`config.mk`:
```
export PLATFORM = sky130hd
export DESIGN_NAME = fgr_refresh_ctrl
export DESIGN_NICKNAME = d
export VERILOG_FILES = /design/src/common/fgr_pkg.sv /design/src/verilog/refresh_timer.sv /design/src/verilog/ref_group_counter.sv /design/src/verilog/fgr_refresh_ctrl.sv
export SDC_FILE = /design/constraint.sdc
export NUM_CORES = 1
export LEC_CHECK = 0
export BUFFER_PORTS_ARGS = -buffer_cell sky130_fd_sc_hd__buf_4
export CORE_UTILIZATION = 55
export DETAILED_ROUTE_END_ITERATION = 12
export GPL_ROUTABILITY_DRIVEN = 0
export GPL_TIMING_DRIVEN = 0
export PLACE_DENSITY = 0.79
export RECOVER_POWER = 50
export SLEW_MARGIN = 20
export SYNTH_ARGS = -nofsm -noshare
export SYNTH_HDL_FRONTEND = slang
export SYNTH_HIERARCHICAL = 1
export SYNTH_SLANG_ARGS = --single-unit
export TNS_END_PERCENT = 30
```
`constraint.sdc`:
```
create_clock -name mclk -period 7.6 [get_ports mclk]
set_clock_uncertainty 0.1 [all_clocks]
set_input_delay 0.76 -clock mclk [delete_from_list [all_inputs] [get_ports mclk]]
set_output_delay 0.76 -clock mclk [all_outputs]
set_load 0.03 [all_outputs]
```
`src/common/fgr_pkg.sv`:
```
// constants and types for the fine granularity refresh controller
package fgr_pkg;
  typedef logic [7:0] cyc_t;

  localparam int CLK_PERIOD_NS = 50;
  localparam int TREFI_BASE_NS = 7800;
  localparam int TRFC1_NS = 350;
  localparam int TRFC2_NS = 260;
  localparam int TRFC4_NS = 160;
  localparam int TXS_NS = 360;

  // the interval is a longest time and rounds down, the others round up
  localparam cyc_t TREFI_BASE_CYC = cyc_t'(TREFI_BASE_NS / CLK_PERIOD_NS);
  localparam cyc_t TRFC1_CYC = cyc_t'((TRFC1_NS + CLK_PERIOD_NS - 1) / CLK_PERIOD_NS);
  localparam cyc_t TRFC2_CYC = cyc_t'((TRFC2_NS + CLK_PERIOD_NS - 1) / CLK_PERIOD_NS);
  localparam cyc_t TRFC4_CYC = cyc_t'((TRFC4_NS + CLK_PERIOD_NS - 1) / CLK_PERIOD_NS);
  localparam cyc_t TXS_CYC = cyc_t'((TXS_NS + CLK_PERIOD_NS - 1) / CLK_PERIOD_NS);

  // refresh mode field: bit 2 marks on-the-fly, bits 1:0 the rate
  localparam logic [2:0] MODE_FIX1X = 3'h0;
  localparam logic [2:0] MODE_FIX2X = 3'h1;
  localparam logic [2:0] MODE_FIX4X = 3'h2;
  localparam logic [2:0] MODE_OTF12 = 3'h5;
  localparam logic [2:0] MODE_OTF14 = 3'h6;
  localparam int MODE_OTF_BIT = 2;

  localparam logic [1:0] FLV_1X = 2'h0;
  localparam logic [1:0] FLV_2X = 2'h1;
  localparam logic [1:0] FLV_4X = 2'h2;
  localparam logic [1:0] BAND_MAX = 2'h2;

  localparam logic [3:0] ADDR_CFG = 4'h0;
  localparam logic [3:0] ADDR_CMD = 4'h4;
  localparam logic [3:0] ADDR_STATUS = 4'h8;
  localparam logic [3:0] ADDR_REFCNT = 4'hC;

  localparam int CFG_MODE_LSB = 0;
  localparam int CFG_TCR_BIT = 3;
  localparam int CFG_TEMP_LSB = 4;
  localparam int CFG_FINE_BIT = 6;
  localparam int CFG_HOLD_BIT = 7;
  localparam int CMD_APPLY_BIT = 0;
  localparam int CMD_SRE_BIT = 1;
  localparam int CMD_SRX_BIT = 2;

  localparam logic [7:0] CFG_RESET = 8'h00;
  localparam logic [3:0] OWED_MAX = 4'hF;
  localparam logic [2:0] EXTRA_1X = 3'h1;
  localparam logic [2:0] EXTRA_2X = 3'h2;
  localparam logic [2:0] EXTRA_4X = 3'h4;

  typedef enum logic [2:0] {
    ST_IDLE = 3'h0,
    ST_DRAIN = 3'h1,
    ST_TCROFF = 3'h2,
    ST_SETMODE = 3'h3,
    ST_INSR = 3'h4
  } ctrl_state_e;
endpackage : fgr_pkg

```
`src/verilog/refresh_timer.sv`:
```
// loadable down counter used for refresh interval and busy windows
`timescale 1ns/1ns
`default_nettype none
module refresh_timer #(
  parameter int W = 8
) (
  input wire logic mclk, // clock
  input wire logic resetn, // synchronous reset, active low
  input wire logic load, // restart the count
  input wire logic [W-1:0] loadValue, // value loaded on restart
  output logic [W-1:0] count, // cycles still to run
  output logic expired, // last cycle of a count
  output logic busy // count still running
);
  logic [W-1:0] count_q;
  logic [W-1:0] count_d;

  assign busy = count_q != '0;
  assign expired = count_q == W'(1);
  assign count = count_q;
  assign count_d = load ? loadValue : (busy ? count_q - W'(1) : count_q);

  always_ff @(posedge mclk) begin
    if (!resetn) count_q <= '0;
    else count_q <= count_d;
  end
endmodule : refresh_timer
`default_nettype wire

```
`src/verilog/ref_group_counter.sv`:
```
// modulo two or four count of fine refresh commands
`timescale 1ns/1ns
`default_nettype none
module ref_group_counter (
  input wire logic mclk, // clock
  input wire logic resetn, // synchronous reset, active low
  input wire logic inc, // one fine refresh issued
  input wire logic clear, // start a new group
  input wire logic modFour, // count modulo four, else two
  output logic [1:0] count, // refreshes in the open group
  output logic zero // group is complete
);
  logic [1:0] count_q;
  logic [1:0] count_d;

  assign count_d = clear ? 2'h0 :
                   !inc ? count_q :
                   modFour ? count_q + 2'h1 : {1'b0, ~count_q[0]};
  assign count = count_q;
  assign zero = count_q == 2'h0;

  always_ff @(posedge mclk) begin
    if (!resetn) count_q <= 2'h0;
    else count_q <= count_d;
  end
endmodule : ref_group_counter
`default_nettype wire

```
`src/verilog/fgr_refresh_ctrl.sv`:
```
// controller that issues refresh, rate change and self refresh commands
//
// Added by the designer: the plain strobed port and the placing of the registers.
`timescale 1ns/1ns
`default_nettype none
module fgr_refresh_ctrl (
  input wire logic mclk, // clock, 20 MHz
  input wire logic resetn, // synchronous reset, active low
  input wire logic [3:0] regAddr, // register byte address
  input wire logic [31:0] regWdata, // register write data
  input wire logic regWrite, // write strobe
  input wire logic regRead, // read strobe
  output logic [31:0] regRdata, // read data, cycle after the strobe
  output logic refStrobe, // refresh command
  output logic [1:0] refFlavour, // 1x, 2x or 4x refresh
  output logic mrsStrobe, // refresh mode register write
  output logic [2:0] mrsMode, // refresh mode field value
  output logic mrsTcr, // temperature controlled refresh enable
  output logic sreStrobe, // self refresh entry
  output logic srxStrobe // self refresh exit
);
  fgr_pkg::ctrl_state_e state_q;
  fgr_pkg::ctrl_state_e state_d;
  logic [7:0] cfg_q;
  logic applyReq_q;
  logic sreReq_q;
  logic srxReq_q;
  logic [2:0] activeMode_q;
  logic activeTcr_q;
  logic [3:0] owed_q;
  logic [2:0] extra_q;
  logic owedAtEntry_q;
  logic [15:0] refCount_q;
  logic [31:0] rdata_q;
  logic refStrobe_q;
  logic [1:0] refFlavour_q;
  logic mrsStrobe_q;
  logic [2:0] mrsMode_q;
  logic mrsTcr_q;
  logic sreStrobe_q;
  logic srxStrobe_q;

  logic rfcBusy;
  logic intExpired;
  logic [7:0] intCount;
  logic [1:0] fineCount;
  logic fineZero;

  // register decode
  wire wrCfg = regWrite && regAddr == fgr_pkg::ADDR_CFG;
  wire wrCmd = regWrite && regAddr == fgr_pkg::ADDR_CMD;
  wire [2:0] pendMode = cfg_q[fgr_pkg::CFG_MODE_LSB +: 3];
  wire pendTcr = cfg_q[fgr_pkg::CFG_TCR_BIT];
  wire [1:0] tempBand = cfg_q[fgr_pkg::CFG_TEMP_LSB +: 2];
  wire preferFine = cfg_q[fgr_pkg::CFG_FINE_BIT];
  wire holdRef = cfg_q[fgr_pkg::CFG_HOLD_BIT];

  // mode decode
  wire [1:0] activeRate = activeMode_q[1:0];
  wire activeOtf = activeMode_q[fgr_pkg::MODE_OTF_BIT];
  wire rateChange = pendMode[1:0] != activeRate;
  wire needDrain = rateChange && activeRate != fgr_pkg::FLV_1X && !fineZero;
  wire needTcrOff = activeTcr_q && pendMode != fgr_pkg::MODE_FIX1X;
  wire newTcr = pendTcr && pendMode == fgr_pkg::MODE_FIX1X;
  wire oneXAllowed = activeRate == fgr_pkg::FLV_1X || activeOtf;

  // sequencing
  wire servingExtra = extra_q != 3'h0;
  wire idleFree = state_q == fgr_pkg::ST_IDLE && !rfcBusy;
  wire changeOk = applyReq_q && !servingExtra;
  wire sreOk = sreReq_q && !servingExtra;
  wire startChange = idleFree && changeOk;
  wire startSre = idleFree && !changeOk && sreOk;
  wire drainDone = state_q == fgr_pkg::ST_DRAIN && fineZero && !rfcBusy;
  wire tcrOffGo = state_q == fgr_pkg::ST_TCROFF;
  wire modeSet = state_q == fgr_pkg::ST_SETMODE;
  wire srxGo = state_q == fgr_pkg::ST_INSR && srxReq_q;

  // refresh choice: a 1x refresh only closes a complete fine group
  wire pickOneX = activeRate == fgr_pkg::FLV_1X ||
                  (activeOtf && fineZero && state_q != fgr_pkg::ST_DRAIN &&
                   (servingExtra ? extra_q == fgr_pkg::EXTRA_1X : !preferFine));
  wire [1:0] nextFlavour = pickOneX ? fgr_pkg::FLV_1X : activeRate;
  wire refWanted = state_q == fgr_pkg::ST_DRAIN ? !fineZero :
                   (servingExtra || (owed_q != 4'h0 && !holdRef));
  wire idleRefOk = state_q == fgr_pkg::ST_IDLE && !changeOk && !sreOk;
  wire refGo = !rfcBusy && refWanted && (idleRefOk || state_q == fgr_pkg::ST_DRAIN);
  wire fineInc = refGo && nextFlavour != fgr_pkg::FLV_1X;
  wire fineClear = (refGo && nextFlavour == fgr_pkg::FLV_1X) || srxGo || modeSet;

  // busy window after each refresh or self refresh exit
  wire [7:0] rfcLen = nextFlavour == fgr_pkg::FLV_1X ? fgr_pkg::TRFC1_CYC :
                      nextFlavour == fgr_pkg::FLV_2X ? fgr_pkg::TRFC2_CYC :
                      fgr_pkg::TRFC4_CYC;
  wire [7:0] rfcLoadVal = srxGo ? fgr_pkg::TXS_CYC : rfcLen;
  wire rfcLoad = refGo || srxGo;

  // average interval follows the regular flavour and temperature band
  wire [1:0] bandEff = tempBand > fgr_pkg::BAND_MAX ? fgr_pkg::BAND_MAX : tempBand;
  // the mode being written sets the interval loaded at the same edge
  wire [2:0] intervalMode = modeSet ? pendMode : activeMode_q;
  wire [1:0] intervalFlv = (intervalMode[fgr_pkg::MODE_OTF_BIT] && !preferFine) ?
                           fgr_pkg::FLV_1X : intervalMode[1:0];
  wire [2:0] intervalShift = {1'b0, intervalFlv} + {1'b0, bandEff};
  wire [7:0] intervalLen = fgr_pkg::TREFI_BASE_CYC >> intervalShift;
  wire intBusy = intCount != 8'h00;
  // reload on the last cycle so one interval is exactly intervalLen cycles
  wire intLoad = !intBusy || intExpired || modeSet || srxGo;
  wire owedInc = intExpired && !modeSet && !srxGo && state_q != fgr_pkg::ST_INSR;

  // postponed debt and post-exit extras are tracked apart
  wire owedDec = refGo && !servingExtra && owed_q != 4'h0;
  wire owedStep = owedInc && owed_q != fgr_pkg::OWED_MAX;
  wire [3:0] owed_d = owed_q + {3'h0, owedStep} - {3'h0, owedDec};
  wire [2:0] extraLoad = oneXAllowed ? fgr_pkg::EXTRA_1X :
                         activeRate == fgr_pkg::FLV_2X ? fgr_pkg::EXTRA_2X :
                         fgr_pkg::EXTRA_4X;
  wire [2:0] extra_d = srxGo ? (owedAtEntry_q ? extraLoad : 3'h0) :
                       (refGo && servingExtra) ? extra_q - 3'h1 : extra_q;

  // software requests; set wins over the clear
  wire applySet = wrCmd && regWdata[fgr_pkg::CMD_APPLY_BIT];
  wire sreSet = wrCmd && regWdata[fgr_pkg::CMD_SRE_BIT] && state_q != fgr_pkg::ST_INSR;
  wire srxSet = wrCmd && regWdata[fgr_pkg::CMD_SRX_BIT] && state_q == fgr_pkg::ST_INSR;
  wire applyReq_d = applySet || (applyReq_q && !startChange);
  wire sreReq_d = sreSet || (sreReq_q && !startSre);
  wire srxReq_d = srxSet || (srxReq_q && !srxGo);

  wire [2:0] activeMode_d = modeSet ? pendMode : activeMode_q;
  wire activeTcr_d = modeSet ? newTcr : (tcrOffGo ? 1'b0 : activeTcr_q);
  wire [2:0] mrsMode_d = modeSet ? pendMode : (tcrOffGo ? activeMode_q : mrsMode_q);
  wire mrsTcr_d = modeSet ? newTcr : (tcrOffGo ? 1'b0 : mrsTcr_q);
  wire owedAtEntry_d = startSre ? !fineZero : owedAtEntry_q;
  wire changeBusy = applyReq_q || (state_q != fgr_pkg::ST_IDLE && state_q != fgr_pkg::ST_INSR);
  wire inSr = state_q == fgr_pkg::ST_INSR;

  // register read mux
  wire [31:0] statusWord = {9'h000, state_q, 1'b0, extra_q, owed_q, 2'h0, fineCount,
                            owedAtEntry_q, changeBusy, inSr, rfcBusy, activeTcr_q,
                            activeMode_q};
  wire [31:0] readMux = regAddr == fgr_pkg::ADDR_CFG ? {24'h000000, cfg_q} :
                        regAddr == fgr_pkg::ADDR_STATUS ? statusWord :
                        regAddr == fgr_pkg::ADDR_REFCNT ? {16'h0000, refCount_q} :
                        32'h00000000;
  wire [31:0] rdata_d = regRead ? readMux : 32'h00000000;

  refresh_timer #(.W(8)) intervalTimer (
    .mclk(mclk),
    .resetn(resetn),
    .load(intLoad),
    .loadValue(intervalLen),
    .count(intCount),
    .expired(intExpired),
    .busy()
  );

  refresh_timer #(.W(8)) rfcTimer (
    .mclk(mclk),
    .resetn(resetn),
    .load(rfcLoad),
    .loadValue(rfcLoadVal),
    .count(),
    .expired(),
    .busy(rfcBusy)
  );

  ref_group_counter groupCount (
    .mclk(mclk),
    .resetn(resetn),
    .inc(fineInc),
    .clear(fineClear),
    .modFour(activeRate == fgr_pkg::FLV_4X),
    .count(fineCount),
    .zero(fineZero)
  );

  always_comb begin
    state_d = state_q;
    case (state_q)
      fgr_pkg::ST_IDLE: begin
        if (startChange) begin
          if (needDrain) state_d = fgr_pkg::ST_DRAIN;
          else if (needTcrOff) state_d = fgr_pkg::ST_TCROFF;
          else state_d = fgr_pkg::ST_SETMODE;
        end else if (startSre) begin
          state_d = fgr_pkg::ST_INSR;
        end
      end
      fgr_pkg::ST_DRAIN: begin
        if (drainDone) state_d = needTcrOff ? fgr_pkg::ST_TCROFF : fgr_pkg::ST_SETMODE;
      end
      fgr_pkg::ST_TCROFF: state_d = fgr_pkg::ST_SETMODE;
      fgr_pkg::ST_SETMODE: state_d = fgr_pkg::ST_IDLE;
      fgr_pkg::ST_INSR: begin
        if (srxReq_q) state_d = fgr_pkg::ST_IDLE;
      end
      default: state_d = fgr_pkg::ST_IDLE;
    endcase
  end

  always_ff @(posedge mclk) begin
    if (!resetn) begin
      state_q <= fgr_pkg::ST_IDLE;
      cfg_q <= fgr_pkg::CFG_RESET;
      applyReq_q <= 1'b0;
      sreReq_q <= 1'b0;
      srxReq_q <= 1'b0;
      activeMode_q <= fgr_pkg::MODE_FIX1X;
      activeTcr_q <= 1'b0;
      owed_q <= 4'h0;
      extra_q <= 3'h0;
      owedAtEntry_q <= 1'b0;
    end else begin
      state_q <= state_d;
      cfg_q <= wrCfg ? regWdata[7:0] : cfg_q;
      applyReq_q <= applyReq_d;
      sreReq_q <= sreReq_d;
      srxReq_q <= srxReq_d;
      activeMode_q <= activeMode_d;
      activeTcr_q <= activeTcr_d;
      owed_q <= owed_d;
      extra_q <= extra_d;
      owedAtEntry_q <= owedAtEntry_d;
    end
  end

  always_ff @(posedge mclk) begin
    if (!resetn) begin
      refCount_q <= 16'h0000;
      rdata_q <= 32'h00000000;
      refStrobe_q <= 1'b0;
      refFlavour_q <= fgr_pkg::FLV_1X;
      mrsStrobe_q <= 1'b0;
      mrsMode_q <= fgr_pkg::MODE_FIX1X;
      mrsTcr_q <= 1'b0;
      sreStrobe_q <= 1'b0;
      srxStrobe_q <= 1'b0;
    end else begin
      refCount_q <= refGo ? refCount_q + 16'h0001 : refCount_q;
      rdata_q <= rdata_d;
      refStrobe_q <= refGo;
      refFlavour_q <= refGo ? nextFlavour : refFlavour_q;
      mrsStrobe_q <= tcrOffGo || modeSet;
      mrsMode_q <= mrsMode_d;
      mrsTcr_q <= mrsTcr_d;
      sreStrobe_q <= startSre;
      srxStrobe_q <= srxGo;
    end
  end

  assign regRdata = rdata_q;
  assign refStrobe = refStrobe_q;
  assign refFlavour = refFlavour_q;
  assign mrsStrobe = mrsStrobe_q;
  assign mrsMode = mrsMode_q;
  assign mrsTcr = mrsTcr_q;
  assign sreStrobe = sreStrobe_q;
  assign srxStrobe = srxStrobe_q;
endmodule : fgr_refresh_ctrl
`default_nettype wire

```
==> flow_summary_export.csv, run 1 <==
group,metric,value,unit
yosys,post_synth.cell_area_avg,8.57,um2
critical_path,critical-path-top-cell-by-count,"sky130_fd_sc_hd__ha_1",
clock_network,clock_insertion_delay_worst_skew,0.36,ns
final_layout,flow.area_growth_from_synthesis,13.9,%
critical_path,timing.critical_path.slowest_stage_cell,"sky130_fd_sc_hd__a2111oi_4",
place,portBuffers,46,
power,pwr_density_cell,263,nW/um2
sta,relSlewSlack,0.322,
clock_network,htreeDepth,3,
power,power.ir.vdd_worst,195,uV
sta,setup_viol_count_final,0,
hold_path,holdPathEnd,"refFlavour[0]$_SDFFE_PN0P_",
critical_path,worst_r2r_endpoint,"owed_q[1]$_SDFF_PN0_",
critical_path,critPathKind,"reg -> reg",
clock_network,tritoncts,"done",
critical_path,cp_cell_sequence,"nor2_1 > and4b_1 > buf_4 > inv_2 > a2111oi_4 > o21ai_2 > clkbuf_1 > nor3_1 > ha_1 > inv_1 > ha_1 > fa_1 > and2_1",
yosys,syn-instance-count,536,
floorplanning,io_pins,82,
clock_network,cts_setup_buffers,0,
sta,timing.final.max_slew_violations,0,
global_route,grt_usage,0.273,
sta,unrepaired_setup_endpoints_after_global_routing,"false",
clock_network,post_cts.resized_instances,0,
clock_network,cts.sink_count,91,
critical_path,critical_path_buf_inv_count,4,
routing,drt_iter0_markers,342,
floorplanning,die_width,93.4,um
power,static-leakage-power,1.97,nW
clock_network,cts_inserted_buffers,9,
routing,total_detailed_routing_wirelength,11400,um
critical_path,crit_path_start_kind,"register",
critical_path,ff2ff_path_depth,13,
routing,avgViaCountPerCell,5.98,
place,dp.final_hpwl,8270,um
global_route,grt_overflow,0,
sta,finalHoldViolations,0,
outcome,run_status,"finished, final reports clean",
critical_path,worstPathMaxFanout,10,
final_layout,finish.net_count,668,
global_route,grt_pass1_wl,18700,um
floorplanning,row_count,32,
final_layout,fraction_of_final_layout_cells_sized_beyond_drive_strength_1,0.0949,
place,dpl-instance-area,5120,um2
final_layout,mostFrequentLayoutCells,"sky130_fd_sc_hd__dfxtp_1 (91), sky130_fd_sc_hd__clkbuf_1 (58), sky130_fd_sc_hd__nor2_1 (52)",
floorplanning,vertical_die_dimension,93.4,um
floorplanning,initial_core_util,0.583,
global_route,first_global_vias,3942,
hold_path,kind_of_path_behind_the_tightest_hold_check,"reg -> reg",
critical_path,worstSetupEndpointType,"register",
critical_path,worst_path_largest_cell_delay,0.72,ns
job,drv_cap,0,
floorplanning,core_area,7890,um2
critical_path,path_delay_family,"simple AND/OR/NAND/NOR gates",
clock_network,cts_root_buffer,"sky130_fd_sc_hd__clkbuf_8",
clock_network,hold_buffers,0,
sta,worstMarginPinSlew,1.01,ns
sta,period_needed,3.93,ns
hold_path,min_delay_path_depth,2,
routing,routedWlPerCell,16.0,um
routing,ant_nets,0,
global_route,grt_start_max_net_pins,15,
sta,timing.fmax,254,MHz
global_route,antenna_found_initial,0,
critical_path,critical_path_required,7.75,ns
final_layout,final_non_filler_cell_area,5230,um2
floorplanning,floorplan.die_area,8730,um2
routing,drc,0,
clock_network,cts.reportedPaths.clkPinSlew,0.09,ns
critical_path,worst_ep_arrival_time,4.09,ns
clock_network,cts.path.max_buffers,2,
routing,num_vias,4267,
final_layout,most_common_library_cell_in_the_layout_ignoring_fill_and_taps,"sky130_fd_sc_hd__dfxtp_1",
sta,fin_crit_sh,0.518,
routing,first_pass_iters,5,
yosys,post_synth_instance_area,4600,um2
critical_path,timing.reg2reg.setup_slack,3.67,ns
critical_path,worst_r2r_startpoint,"rfcTimer/count[4]$_SDFFE_PN0P_",
sta,setup_total_negative_slack,0,ns
hold_path,holdCritStartpoint,"refFlavour[0]$_SDFFE_PN0P_",
yosys,ys_warn_count,6,
final_layout,antenna_cells,0,
## power breakdown
part	leakage [nW]	switching (mW)	internal, mW
combinational	1.12	0.246	0.175
sequential	0.737	0.0412	0.519
clock	0.117	0.166	0.228
## worst max-delay path by stage
stage,slack [ns],to,cells after the start,from
after detailed placement,3.78,owed_q[3]$_SDFF_PN0_,15,rfcTimer/count[4]$_SDFFE_PN0P_
after global placement,3.89,owed_q[1]$_SDFF_PN0_,14,rfcTimer/count[0]$_SDFFE_PN0P_
final,3.67,owed_q[1]$_SDFF_PN0_,13,rfcTimer/count[4]$_SDFFE_PN0P_
after global routing,3.47,owed_q[3]$_SDFF_PN0_,15,rfcTimer/count[4]$_SDFFE_PN0P_
after floorplan,4.46,owed_q[1]$_SDFF_PN0_,14,rfcTimer/count[0]$_SDFFE_PN0P_
after CTS,3.72,owed_q[1]$_SDFF_PN0_,13,rfcTimer/count[4]$_SDFFE_PN0P_
## worst reg2reg max path, stage by stage (launching register included)
cell	delay, ns
sky130_fd_sc_hd__dfxtp_1	0.35
sky130_fd_sc_hd__nor2_1	0.27
sky130_fd_sc_hd__and4b_1	0.23
sky130_fd_sc_hd__buf_4	0.15
sky130_fd_sc_hd__inv_2	0.11
sky130_fd_sc_hd__a2111oi_4	0.72
sky130_fd_sc_hd__o21ai_2	0.18
sky130_fd_sc_hd__clkbuf_1	0.34
sky130_fd_sc_hd__nor3_1	0.30
sky130_fd_sc_hd__ha_1	0.27
sky130_fd_sc_hd__inv_1	0.06
sky130_fd_sc_hd__ha_1	0.18
sky130_fd_sc_hd__fa_1	0.42
sky130_fd_sc_hd__and2_1	0.16
## final cells by class
cell class	count	area, um2
Fill cell	673	2660
Multi-Input combinational cell	396	2540
Sequential cell	91	1820
Timing Repair Buffer	46	218
Buffer	37	188
Clock buffer	12	145
Tap cell	102	128
Clock inverter	4	97.6
Inverter	25	93.8
## metrics by stage
| stage | setup WS [ns] | utilization | power [mW] | std cells | hold slack (ns) |
|---|---|---|---|---|---|
| after floorplan | 4.46 | - | 0.891 | 549 | 0.344 |
| after global placement | 3.89 | 0.649 | 0.968 | 697 | 0.363 |
| after detailed placement | 3.78 | 0.649 | 0.982 | 697 | 0.358 |
| after CTS | 3.72 | 0.680 | 1.37 | 713 | 0.370 |
| after global routing | 3.47 | 0.663 | 1.45 | 713 | 0.397 |
| final | 3.67 | 0.663 | 1.37 | 713 | 0.368 |
## per-layer routing
layer,global-route usage,up-vias,wire [um]
li1,-,2010,-
met1,0.354,2039,4940
met2,0.448,182,5250
met3,0.0561,36,922
met4,0.0987,0,283
met5,0,-,0
## flip-flops by register name (all words and copies together), names as in the netlist, 3 cells and up, named ones only
name                 flops
activeMode_q             3
rfcTimer/count           8
mrsMode                  3
extra_q                  3
owed_q                   4
state_q                  3
intervalTimer/count      8
refCount_q              16
cfg_q                    8
regRdata                22
(Power assumes the default switching activity.)
==> run 2: changes to the inputs <==
==> constraint.sdc (replaced) <==
create_clock -name mclk -period 3.8 [get_ports mclk]
set_clock_uncertainty 0.1 [all_clocks]
set_input_delay 0.38 -clock mclk [delete_from_list [all_inputs] [get_ports mclk]]
set_output_delay 0.38 -clock mclk [all_outputs]
set_load 0.03 [all_outputs]
==> run 2 against run 1 <==
The run now ends with max-capacitance violations, max-slew violations left. Combinational power up 110%. Worst setup slack worse by 3.5 ns. Register-to-register slack worse by 3.5 ns. Clock-buffer cell count unchanged. Final cell count up 0.42%. Fmax up 8.2%. Highest routed layer unchanged.
==> flow_summary_export.csv, run 2 (same netlist as run 1, synthesis figures left out) <==
group,metric,value,unit
global_route,grt_usage,0.273,
clock_network,cts.sink_count,91,
final_layout,finish.cell_count_without_fillers,716,
sta,relSlewSlack,-0.127,
sta,holdWs,0.186,ns
sta,timing.fmax,275,MHz
sta,finalHoldViolations,0,
hold_path,holdPathEnd,"cfg_q[7]$_SDFFE_PN0P_",
clock_network,cts.reportedPaths.clkPinSlew,0.09,ns
final_layout,final_core_util,0.665,
critical_path,worst_r2r_endpoint,"owed_q[1]$_SDFF_PN0_",
floorplanning,initial_core_util,0.583,
critical_path,worstPathMaxFanout,10,
routing,drt_iter0_markers,274,
clock_network,clock_insertion_delay_worst_skew,0.35,ns
routing,ant_nets,0,
critical_path,critical_path.startpoint,"rfcTimer/count[4]$_SDFFE_PN0P_",
clock_network,htreeDepth,3,
critical_path,critPathKind,"reg -> reg",
routing,routedWlPerCell,15.9,um
floorplanning,io_pins,82,
critical_path,crit_path_start_kind,"register",
clock_network,cts_inserted_buffers,9,
critical_path,ff2ff_path_depth,14,
hold_path,min_delay_path_depth,3,
final_layout,antenna_cells,0,
place,placed_cells_incl_taps,697,
final_layout,finish.net_count,671,
sta,fin_crit_sh,0.957,
critical_path,critical_path_buf_inv_count,5,
global_route,first_global_vias,3941,
outcome,violations,"max-capacitance violations, max-slew violations",
critical_path,cp_cell_sequence,"nor2_1 > and4b_1 > buf_4 > inv_2 > a2111oi_4 > buf_4 > o21ai_2 > clkbuf_1 > nor3_1 > ha_1 > inv_1 > ha_1 > fa_1 > and2_1",
routing,num_vias,4231,
critical_path,worstSetupEndpointType,"register",
hold_path,kind_of_path_behind_the_tightest_hold_check,"in -> reg",
critical_path,worst_r2r_startpoint,"rfcTimer/count[4]$_SDFFE_PN0P_",
critical_path,critical_path_required,3.95,ns
floorplanning,vertical_die_dimension,93.4,um
final_layout,number_of_flip_flops_under_the_largest_register_name,22,
critical_path,worst_path_largest_cell_delay,0.42,ns
routing,first_pass_iters,5,
outcome,run_status,"complete, but fails checks",
power,power.ir.vdd_worst,391,uV
global_route,antenna_found_initial,0,
critical_path,path_delay_family,"simple AND/OR/NAND/NOR gates",
routing,drc,0,
power,pwr_density_cell,530,nW/um2
floorplanning,row_count,32,
sta,timing.final.max_slew_violations,10,
floorplanning,die_width,93.4,um
final_layout,fraction_of_final_layout_cells_sized_beyond_drive_strength_1,0.0977,
critical_path,timing.reg2reg.setup_slack,0.16,ns
floorplanning,core_area,7890,um2
sta,setup_viol_count_final,0,
sta,period_needed,3.64,ns
global_route,grt_overflow,0,
final_layout,flow.area_growth_from_synthesis,14.2,%
clock_network,tritoncts,"done",
floorplanning,floorplan.die_area,8730,um2
critical_path,worst_ep_arrival_time,3.79,ns
hold_path,holdCritStartpoint,"regWdata[7]",
place,portBuffers,46,
final_layout,mostFrequentLayoutCells,"sky130_fd_sc_hd__dfxtp_1 (91), sky130_fd_sc_hd__clkbuf_1 (58), sky130_fd_sc_hd__nor2_1 (52)",
final_layout,most_common_library_cell_in_the_layout_ignoring_fill_and_taps,"sky130_fd_sc_hd__dfxtp_1",
global_route,grt_start_max_net_pins,15,
place,dp.final_hpwl,8270,um
clock_network,cts_root_buffer,"sky130_fd_sc_hd__clkbuf_8",
sta,worstMarginPinSlew,1.68,ns
sta,setup_total_negative_slack,0,ns
power,final_total_power,2.78,mW
routing,total_detailed_routing_wirelength,11400,um
clock_network,cts.path.max_buffers,2,
routing,avgViaCountPerCell,5.91,
global_route,grt_pass1_wl,18700,um
job,drv_cap,1,
power,static-leakage-power,1.99,nW
critical_path,timing.critical_path.slowest_stage_cell,"sky130_fd_sc_hd__fa_1",
[run 2: changes by cell type in the layout (fill, tap and decap cells not counted)]
cell	previous run	this run
sky130_fd_sc_hd__nor4_2	1	0
sky130_fd_sc_hd__buf_4	24	27
sky130_fd_sc_hd__and2_1	11	12
sky130_fd_sc_hd__and2_0	4	3
sky130_fd_sc_hd__nor4_1	3	4
[run 2: final cells by class]
class	instances	area [um2]
sequential	91	1820
fill	672	2640
timing repair buffer	49	240
inverter	25	93.8
tap	102	128
clock inverter	4	97.6
multi-input combinational	396	2530
buffer	37	188
clock buffer	12	145
[run 2: worst max path at each step]
| stage | endpoint | depth (start not counted) | slack (ns) |
|---|---|---|---|
| 2_1_floorplan | owed_q[1]$_SDFF_PN0_ | 14 | 0.66 |
| 3_3_place_gp | owed_q[1]$_SDFF_PN0_ | 14 | 0.09 |
| 3_5_place_dp | owed_q[3]$_SDFF_PN0_ | 15 | -0.02 |
| 4_1_cts | owed_q[1]$_SDFF_PN0_ | 13 | 0.05 |
| 5_1_grt | owed_q[3]$_SDFF_PN0_ | 16 | -0.006 |
| 6_report | owed_q[1]$_SDFF_PN0_ | 14 | 0.16 |
[run 2: per-stage QoR]
step / cell area (um2) / worst slack, ns
final: 5250 / 0.163
after global routing: 5250 / -0.00577
after CTS: 5360 / 0.0454
after detailed placement: 5120 / -0.0190
after global placement: 5120 / 0.0868
after floorplan: 4640 / 0.656
[run 2: power by group]
group	internal [mW]	switching (mW)
logic	0.374	0.497
registers	1.04	0.0818
clock network	0.456	0.334
total	1.87	0.913
[run 2: metal layers]
metal  up-vias  global-route usage  routed length (um)
met5         -                   0                   0
met4         0              0.0987                 213
met3        23              0.0561                 941
met2       209               0.449                5320
met1      1987               0.354                4930
li1       2012                   -                   -
[run 2: repair_timing]
item                                    4_1_cts  5_1_grt
pin swaps                                     1        1
hold buffers                                  0        0
setup buffers                                 0        3
endpoints found under the setup margin        3        3
gates resized for setup                       0        0
[run 2: tightest hold or removal path: stages]
cell	delay, ns
sky130_fd_sc_hd__buf_4	0.11
sky130_fd_sc_hd__nand3_1	0.05
sky130_fd_sc_hd__a21oi_1	0.05
==> run 3: changes to the inputs <==
--- a/config.mk
+++ b/config.mk
@@ -6,12 +6,12 @@
 export NUM_CORES = 1
 export LEC_CHECK = 0
 export BUFFER_PORTS_ARGS = -buffer_cell sky130_fd_sc_hd__buf_4
-export CORE_UTILIZATION = 55
+export CORE_UTILIZATION = 51
 export DETAILED_ROUTE_END_ITERATION = 12
 export GPL_ROUTABILITY_DRIVEN = 0
 export GPL_TIMING_DRIVEN = 0
-export PLACE_DENSITY = 0.79
-export RECOVER_POWER = 50
+export PLACE_DENSITY = 0.77
+export RECOVER_POWER = 25
 export SLEW_MARGIN = 20
 export SYNTH_ARGS = -nofsm -noshare
 export SYNTH_HDL_FRONTEND = slang
==> constraint.sdc (replaced) <==
create_clock -name mclk -period 2.94 [get_ports mclk]
set_clock_uncertainty 0.1 [all_clocks]
set_input_delay 0.294 -clock mclk [delete_from_list [all_inputs] [get_ports mclk]]
set_output_delay 0.294 -clock mclk [all_outputs]
set_load 0.03 [all_outputs]
==> run 3 against run 2 <==
The run now ends clean. Clock-buffer cell count decreased by 3. Clock power decreased by 0.6%. Sequential cell count unchanged. First-iteration DRC count increased by 45%. Sequential share of layout area decreased by 1.5 points. Final cell count increased by 3.4%. Critical path depth decreased by 3. Largest power group unchanged.
==> flow_summary_export.csv, run 3 (same netlist as run 1, synthesis figures left out) <==
group,metric,value,unit
final_layout,flow.area_growth_from_synthesis,19.7,%
power,final_total_power,3.52,mW
floorplanning,initial_core_util,0.527,
final_layout,mostFrequentLayoutCells,"sky130_fd_sc_hd__dfxtp_1 (87), sky130_fd_sc_hd__nor2_1 (50), sky130_fd_sc_hd__buf_4 (50)",
clock_network,htreeDepth,3,
floorplanning,floorplan.die_area,9390,um2
clock_network,cts.path.max_buffers,2,
critical_path,worst_ep_arrival_time,2.99,ns
final_layout,finish.net_count,689,
critical_path,cp_cell_sequence,"inv_1 > ha_2 > or4b_4 > o41ai_4 > o21ai_2 > nor3_4 > ha_4 > inv_2 > ha_4 > fa_1 > and2_1",
clock_network,cts_root_buffer,"sky130_fd_sc_hd__clkbuf_8",
sta,finalHoldViolations,0,
critical_path,path_delay_family,"adder cells",
critical_path,timing.reg2reg.setup_slack,0.11,ns
final_layout,final_core_util,0.631,
sta,worstMarginPinSlew,0.805,ns
clock_network,cts.sink_count,91,
hold_path,kind_of_path_behind_the_tightest_hold_check,"in -> reg",
final_layout,fraction_of_final_layout_cells_sized_beyond_drive_strength_1,0.179,
routing,num_vias,4289,
global_route,antenna_found_initial,0,
floorplanning,core_area,8720,um2
global_route,grt_pass1_wl,19600,um
sta,setup_viol_count_final,0,
global_route,grt_usage,0.256,
sta,relSlewSlack,0.449,
critical_path,worstPathMaxFanout,7,
critical_path,timing.critical_path.slowest_stage_cell,"sky130_fd_sc_hd__or4b_4",
sta,timing.fmax,353,MHz
global_route,grt_start_max_net_pins,17,
job,drv_cap,0,
outcome,run_status,"finished, final reports clean",
critical_path,worst_path_largest_cell_delay,0.51,ns
floorplanning,die_width,96.9,um
sta,period_needed,2.83,ns
final_layout,number_of_flip_flops_under_the_largest_register_name,22,
sta,holdWs,0.0863,ns
routing,total_detailed_routing_wirelength,12000,um
critical_path,worstSetupEndpointType,"register",
global_route,first_global_vias,4052,
power,static-leakage-power,2.07,nW
sta,fin_crit_sh,0.964,
routing,ant_nets,0,
critical_path,critical_path_buf_inv_count,2,
sta,timing.final.max_slew_violations,0,
floorplanning,row_count,34,
routing,first_pass_iters,5,
critical_path,crit_path_start_kind,"register",
critical_path,critical_path_required,3.10,ns
place,dp.final_hpwl,8340,um
clock_network,cts.reportedPaths.clkPinSlew,0.09,ns
critical_path,critPathKind,"reg -> reg",
place,portBuffers,46,
routing,avgViaCountPerCell,5.80,
clock_network,clock_insertion_delay_worst_skew,0.37,ns
final_layout,most_common_library_cell_in_the_layout_ignoring_fill_and_taps,"sky130_fd_sc_hd__dfxtp_1",
final_layout,final.fill_count,768,
final_layout,antenna_cells,0,
global_route,grt_overflow,0,
routing,routedWlPerCell,16.2,um
power,pwr_density_cell,640,nW/um2
power,power.ir.vdd_worst,465,uV
routing,drt_iter0_markers,396,
floorplanning,vertical_die_dimension,96.9,um
routing,drc,0,
floorplanning,io_pins,82,
clock_network,cts_inserted_buffers,9,
critical_path,critical-path-top-cell-by-count,"sky130_fd_sc_hd__ha_4",
clock_network,tritoncts,"done",
==> run 3: cell count changes in the layout (fill, tap and decap cells not counted), moves of 3 or more <==
cell / previous run / this run
sky130_fd_sc_hd__clkbuf_1: 58 / 48
sky130_fd_sc_hd__dfxtp_1: 91 / 87
sky130_fd_sc_hd__and2_0: 3 / 0
sky130_fd_sc_hd__and2_1: 12 / 15
sky130_fd_sc_hd__ha_4: 0 / 3
sky130_fd_sc_hd__ha_1: 20 / 14
sky130_fd_sc_hd__inv_1: 22 / 18
sky130_fd_sc_hd__buf_4: 27 / 50
sky130_fd_sc_hd__bufinv_16: 3 / 0
sky130_fd_sc_hd__inv_6: 0 / 3
sky130_fd_sc_hd__inv_2: 2 / 5
sky130_fd_sc_hd__dfxtp_2: 0 / 3
sky130_fd_sc_hd__ha_2: 0 / 3
==> run 3: metal layers <==
metal,global-route usage,wire [um],up-vias,part of all wire
met5,0,0,-,0
met4,0.0941,305,0,0.025
met3,0.0419,883,29,0.074
met2,0.417,5630,193,0.47
met1,0.341,5190,2017,0.43
li1,-,-,2050,-
==> run 3: power by group <==
group	leakage, nW	switching [mW]	internal, mW
Combinational	1.25	0.699	0.577
Clock	0.0900	0.472	0.313
Sequential	0.738	0.115	1.35
==> run 3: worst reg2reg max path, cell delays in order, from the launching register on <==
cell and delay (ns):
sky130_fd_sc_hd__dfxtp_1 0.39, sky130_fd_sc_hd__inv_1 0.07, sky130_fd_sc_hd__ha_2 0.25, sky130_fd_sc_hd__or4b_4 0.52
sky130_fd_sc_hd__o41ai_4 0.08, sky130_fd_sc_hd__o21ai_2 0.15, sky130_fd_sc_hd__nor3_4 0.20, sky130_fd_sc_hd__ha_4 0.23
sky130_fd_sc_hd__inv_2 0.06, sky130_fd_sc_hd__ha_4 0.13, sky130_fd_sc_hd__fa_1 0.40, sky130_fd_sc_hd__and2_1 0.17
==> run 3: path summary, 6_finish.rpt <==
check                          endpoint                        startpoint  depth (start not counted)
max                owed_q[1]$_SDFF_PN0_  groupCount/count[0]$_SDFFE_PP0P_                         11
min               cfg_q[4]$_SDFFE_PN0P_                       regWdata[4]                          3
max reg2reg        owed_q[1]$_SDFF_PN0_  groupCount/count[0]$_SDFFE_PP0P_                         11
min reg2reg  refFlavour[0]$_SDFFE_PN0P_        refFlavour[0]$_SDFFE_PN0P_                          2
==> run 3: layout make-up <==
class                   instances  area, um2  area share
multi-input cells             396       2660       0.484
flip-flops and latches         91       1830       0.332
repair buffers                 69        405      0.0737
plain buffers                  35        195      0.0355
well taps                     108        135      0.0246
clock buffers                   9        124      0.0225
inverters                      25       98.8      0.0180
clock inverters                 7       52.6     0.00955
==> run 3: metrics by stage <==
step                std cells  setup TNS (ns)  worst slack (ns)  instance area, um2
floorplan                 549        -0.00997          -0.00997                4660
global placement          703           -1.96            -0.404                5140
detailed placement        703           -3.17            -0.501                5140
CTS                       741          -0.121           -0.0798                5570
global route              740         -0.0774           -0.0517                5500
finish                    740               0             0.105                5500
==> run 3: repair_timing <==
action | 4_1_cts | 5_1_grt
resized for setup | 27 | 16
buffers inserted | 22 | 1
pin swaps | 9 | 9
hold buffers | 0 | 0
endpoints found under the setup margin | 18 | 13
hold endpoints to repair | 0 | 0
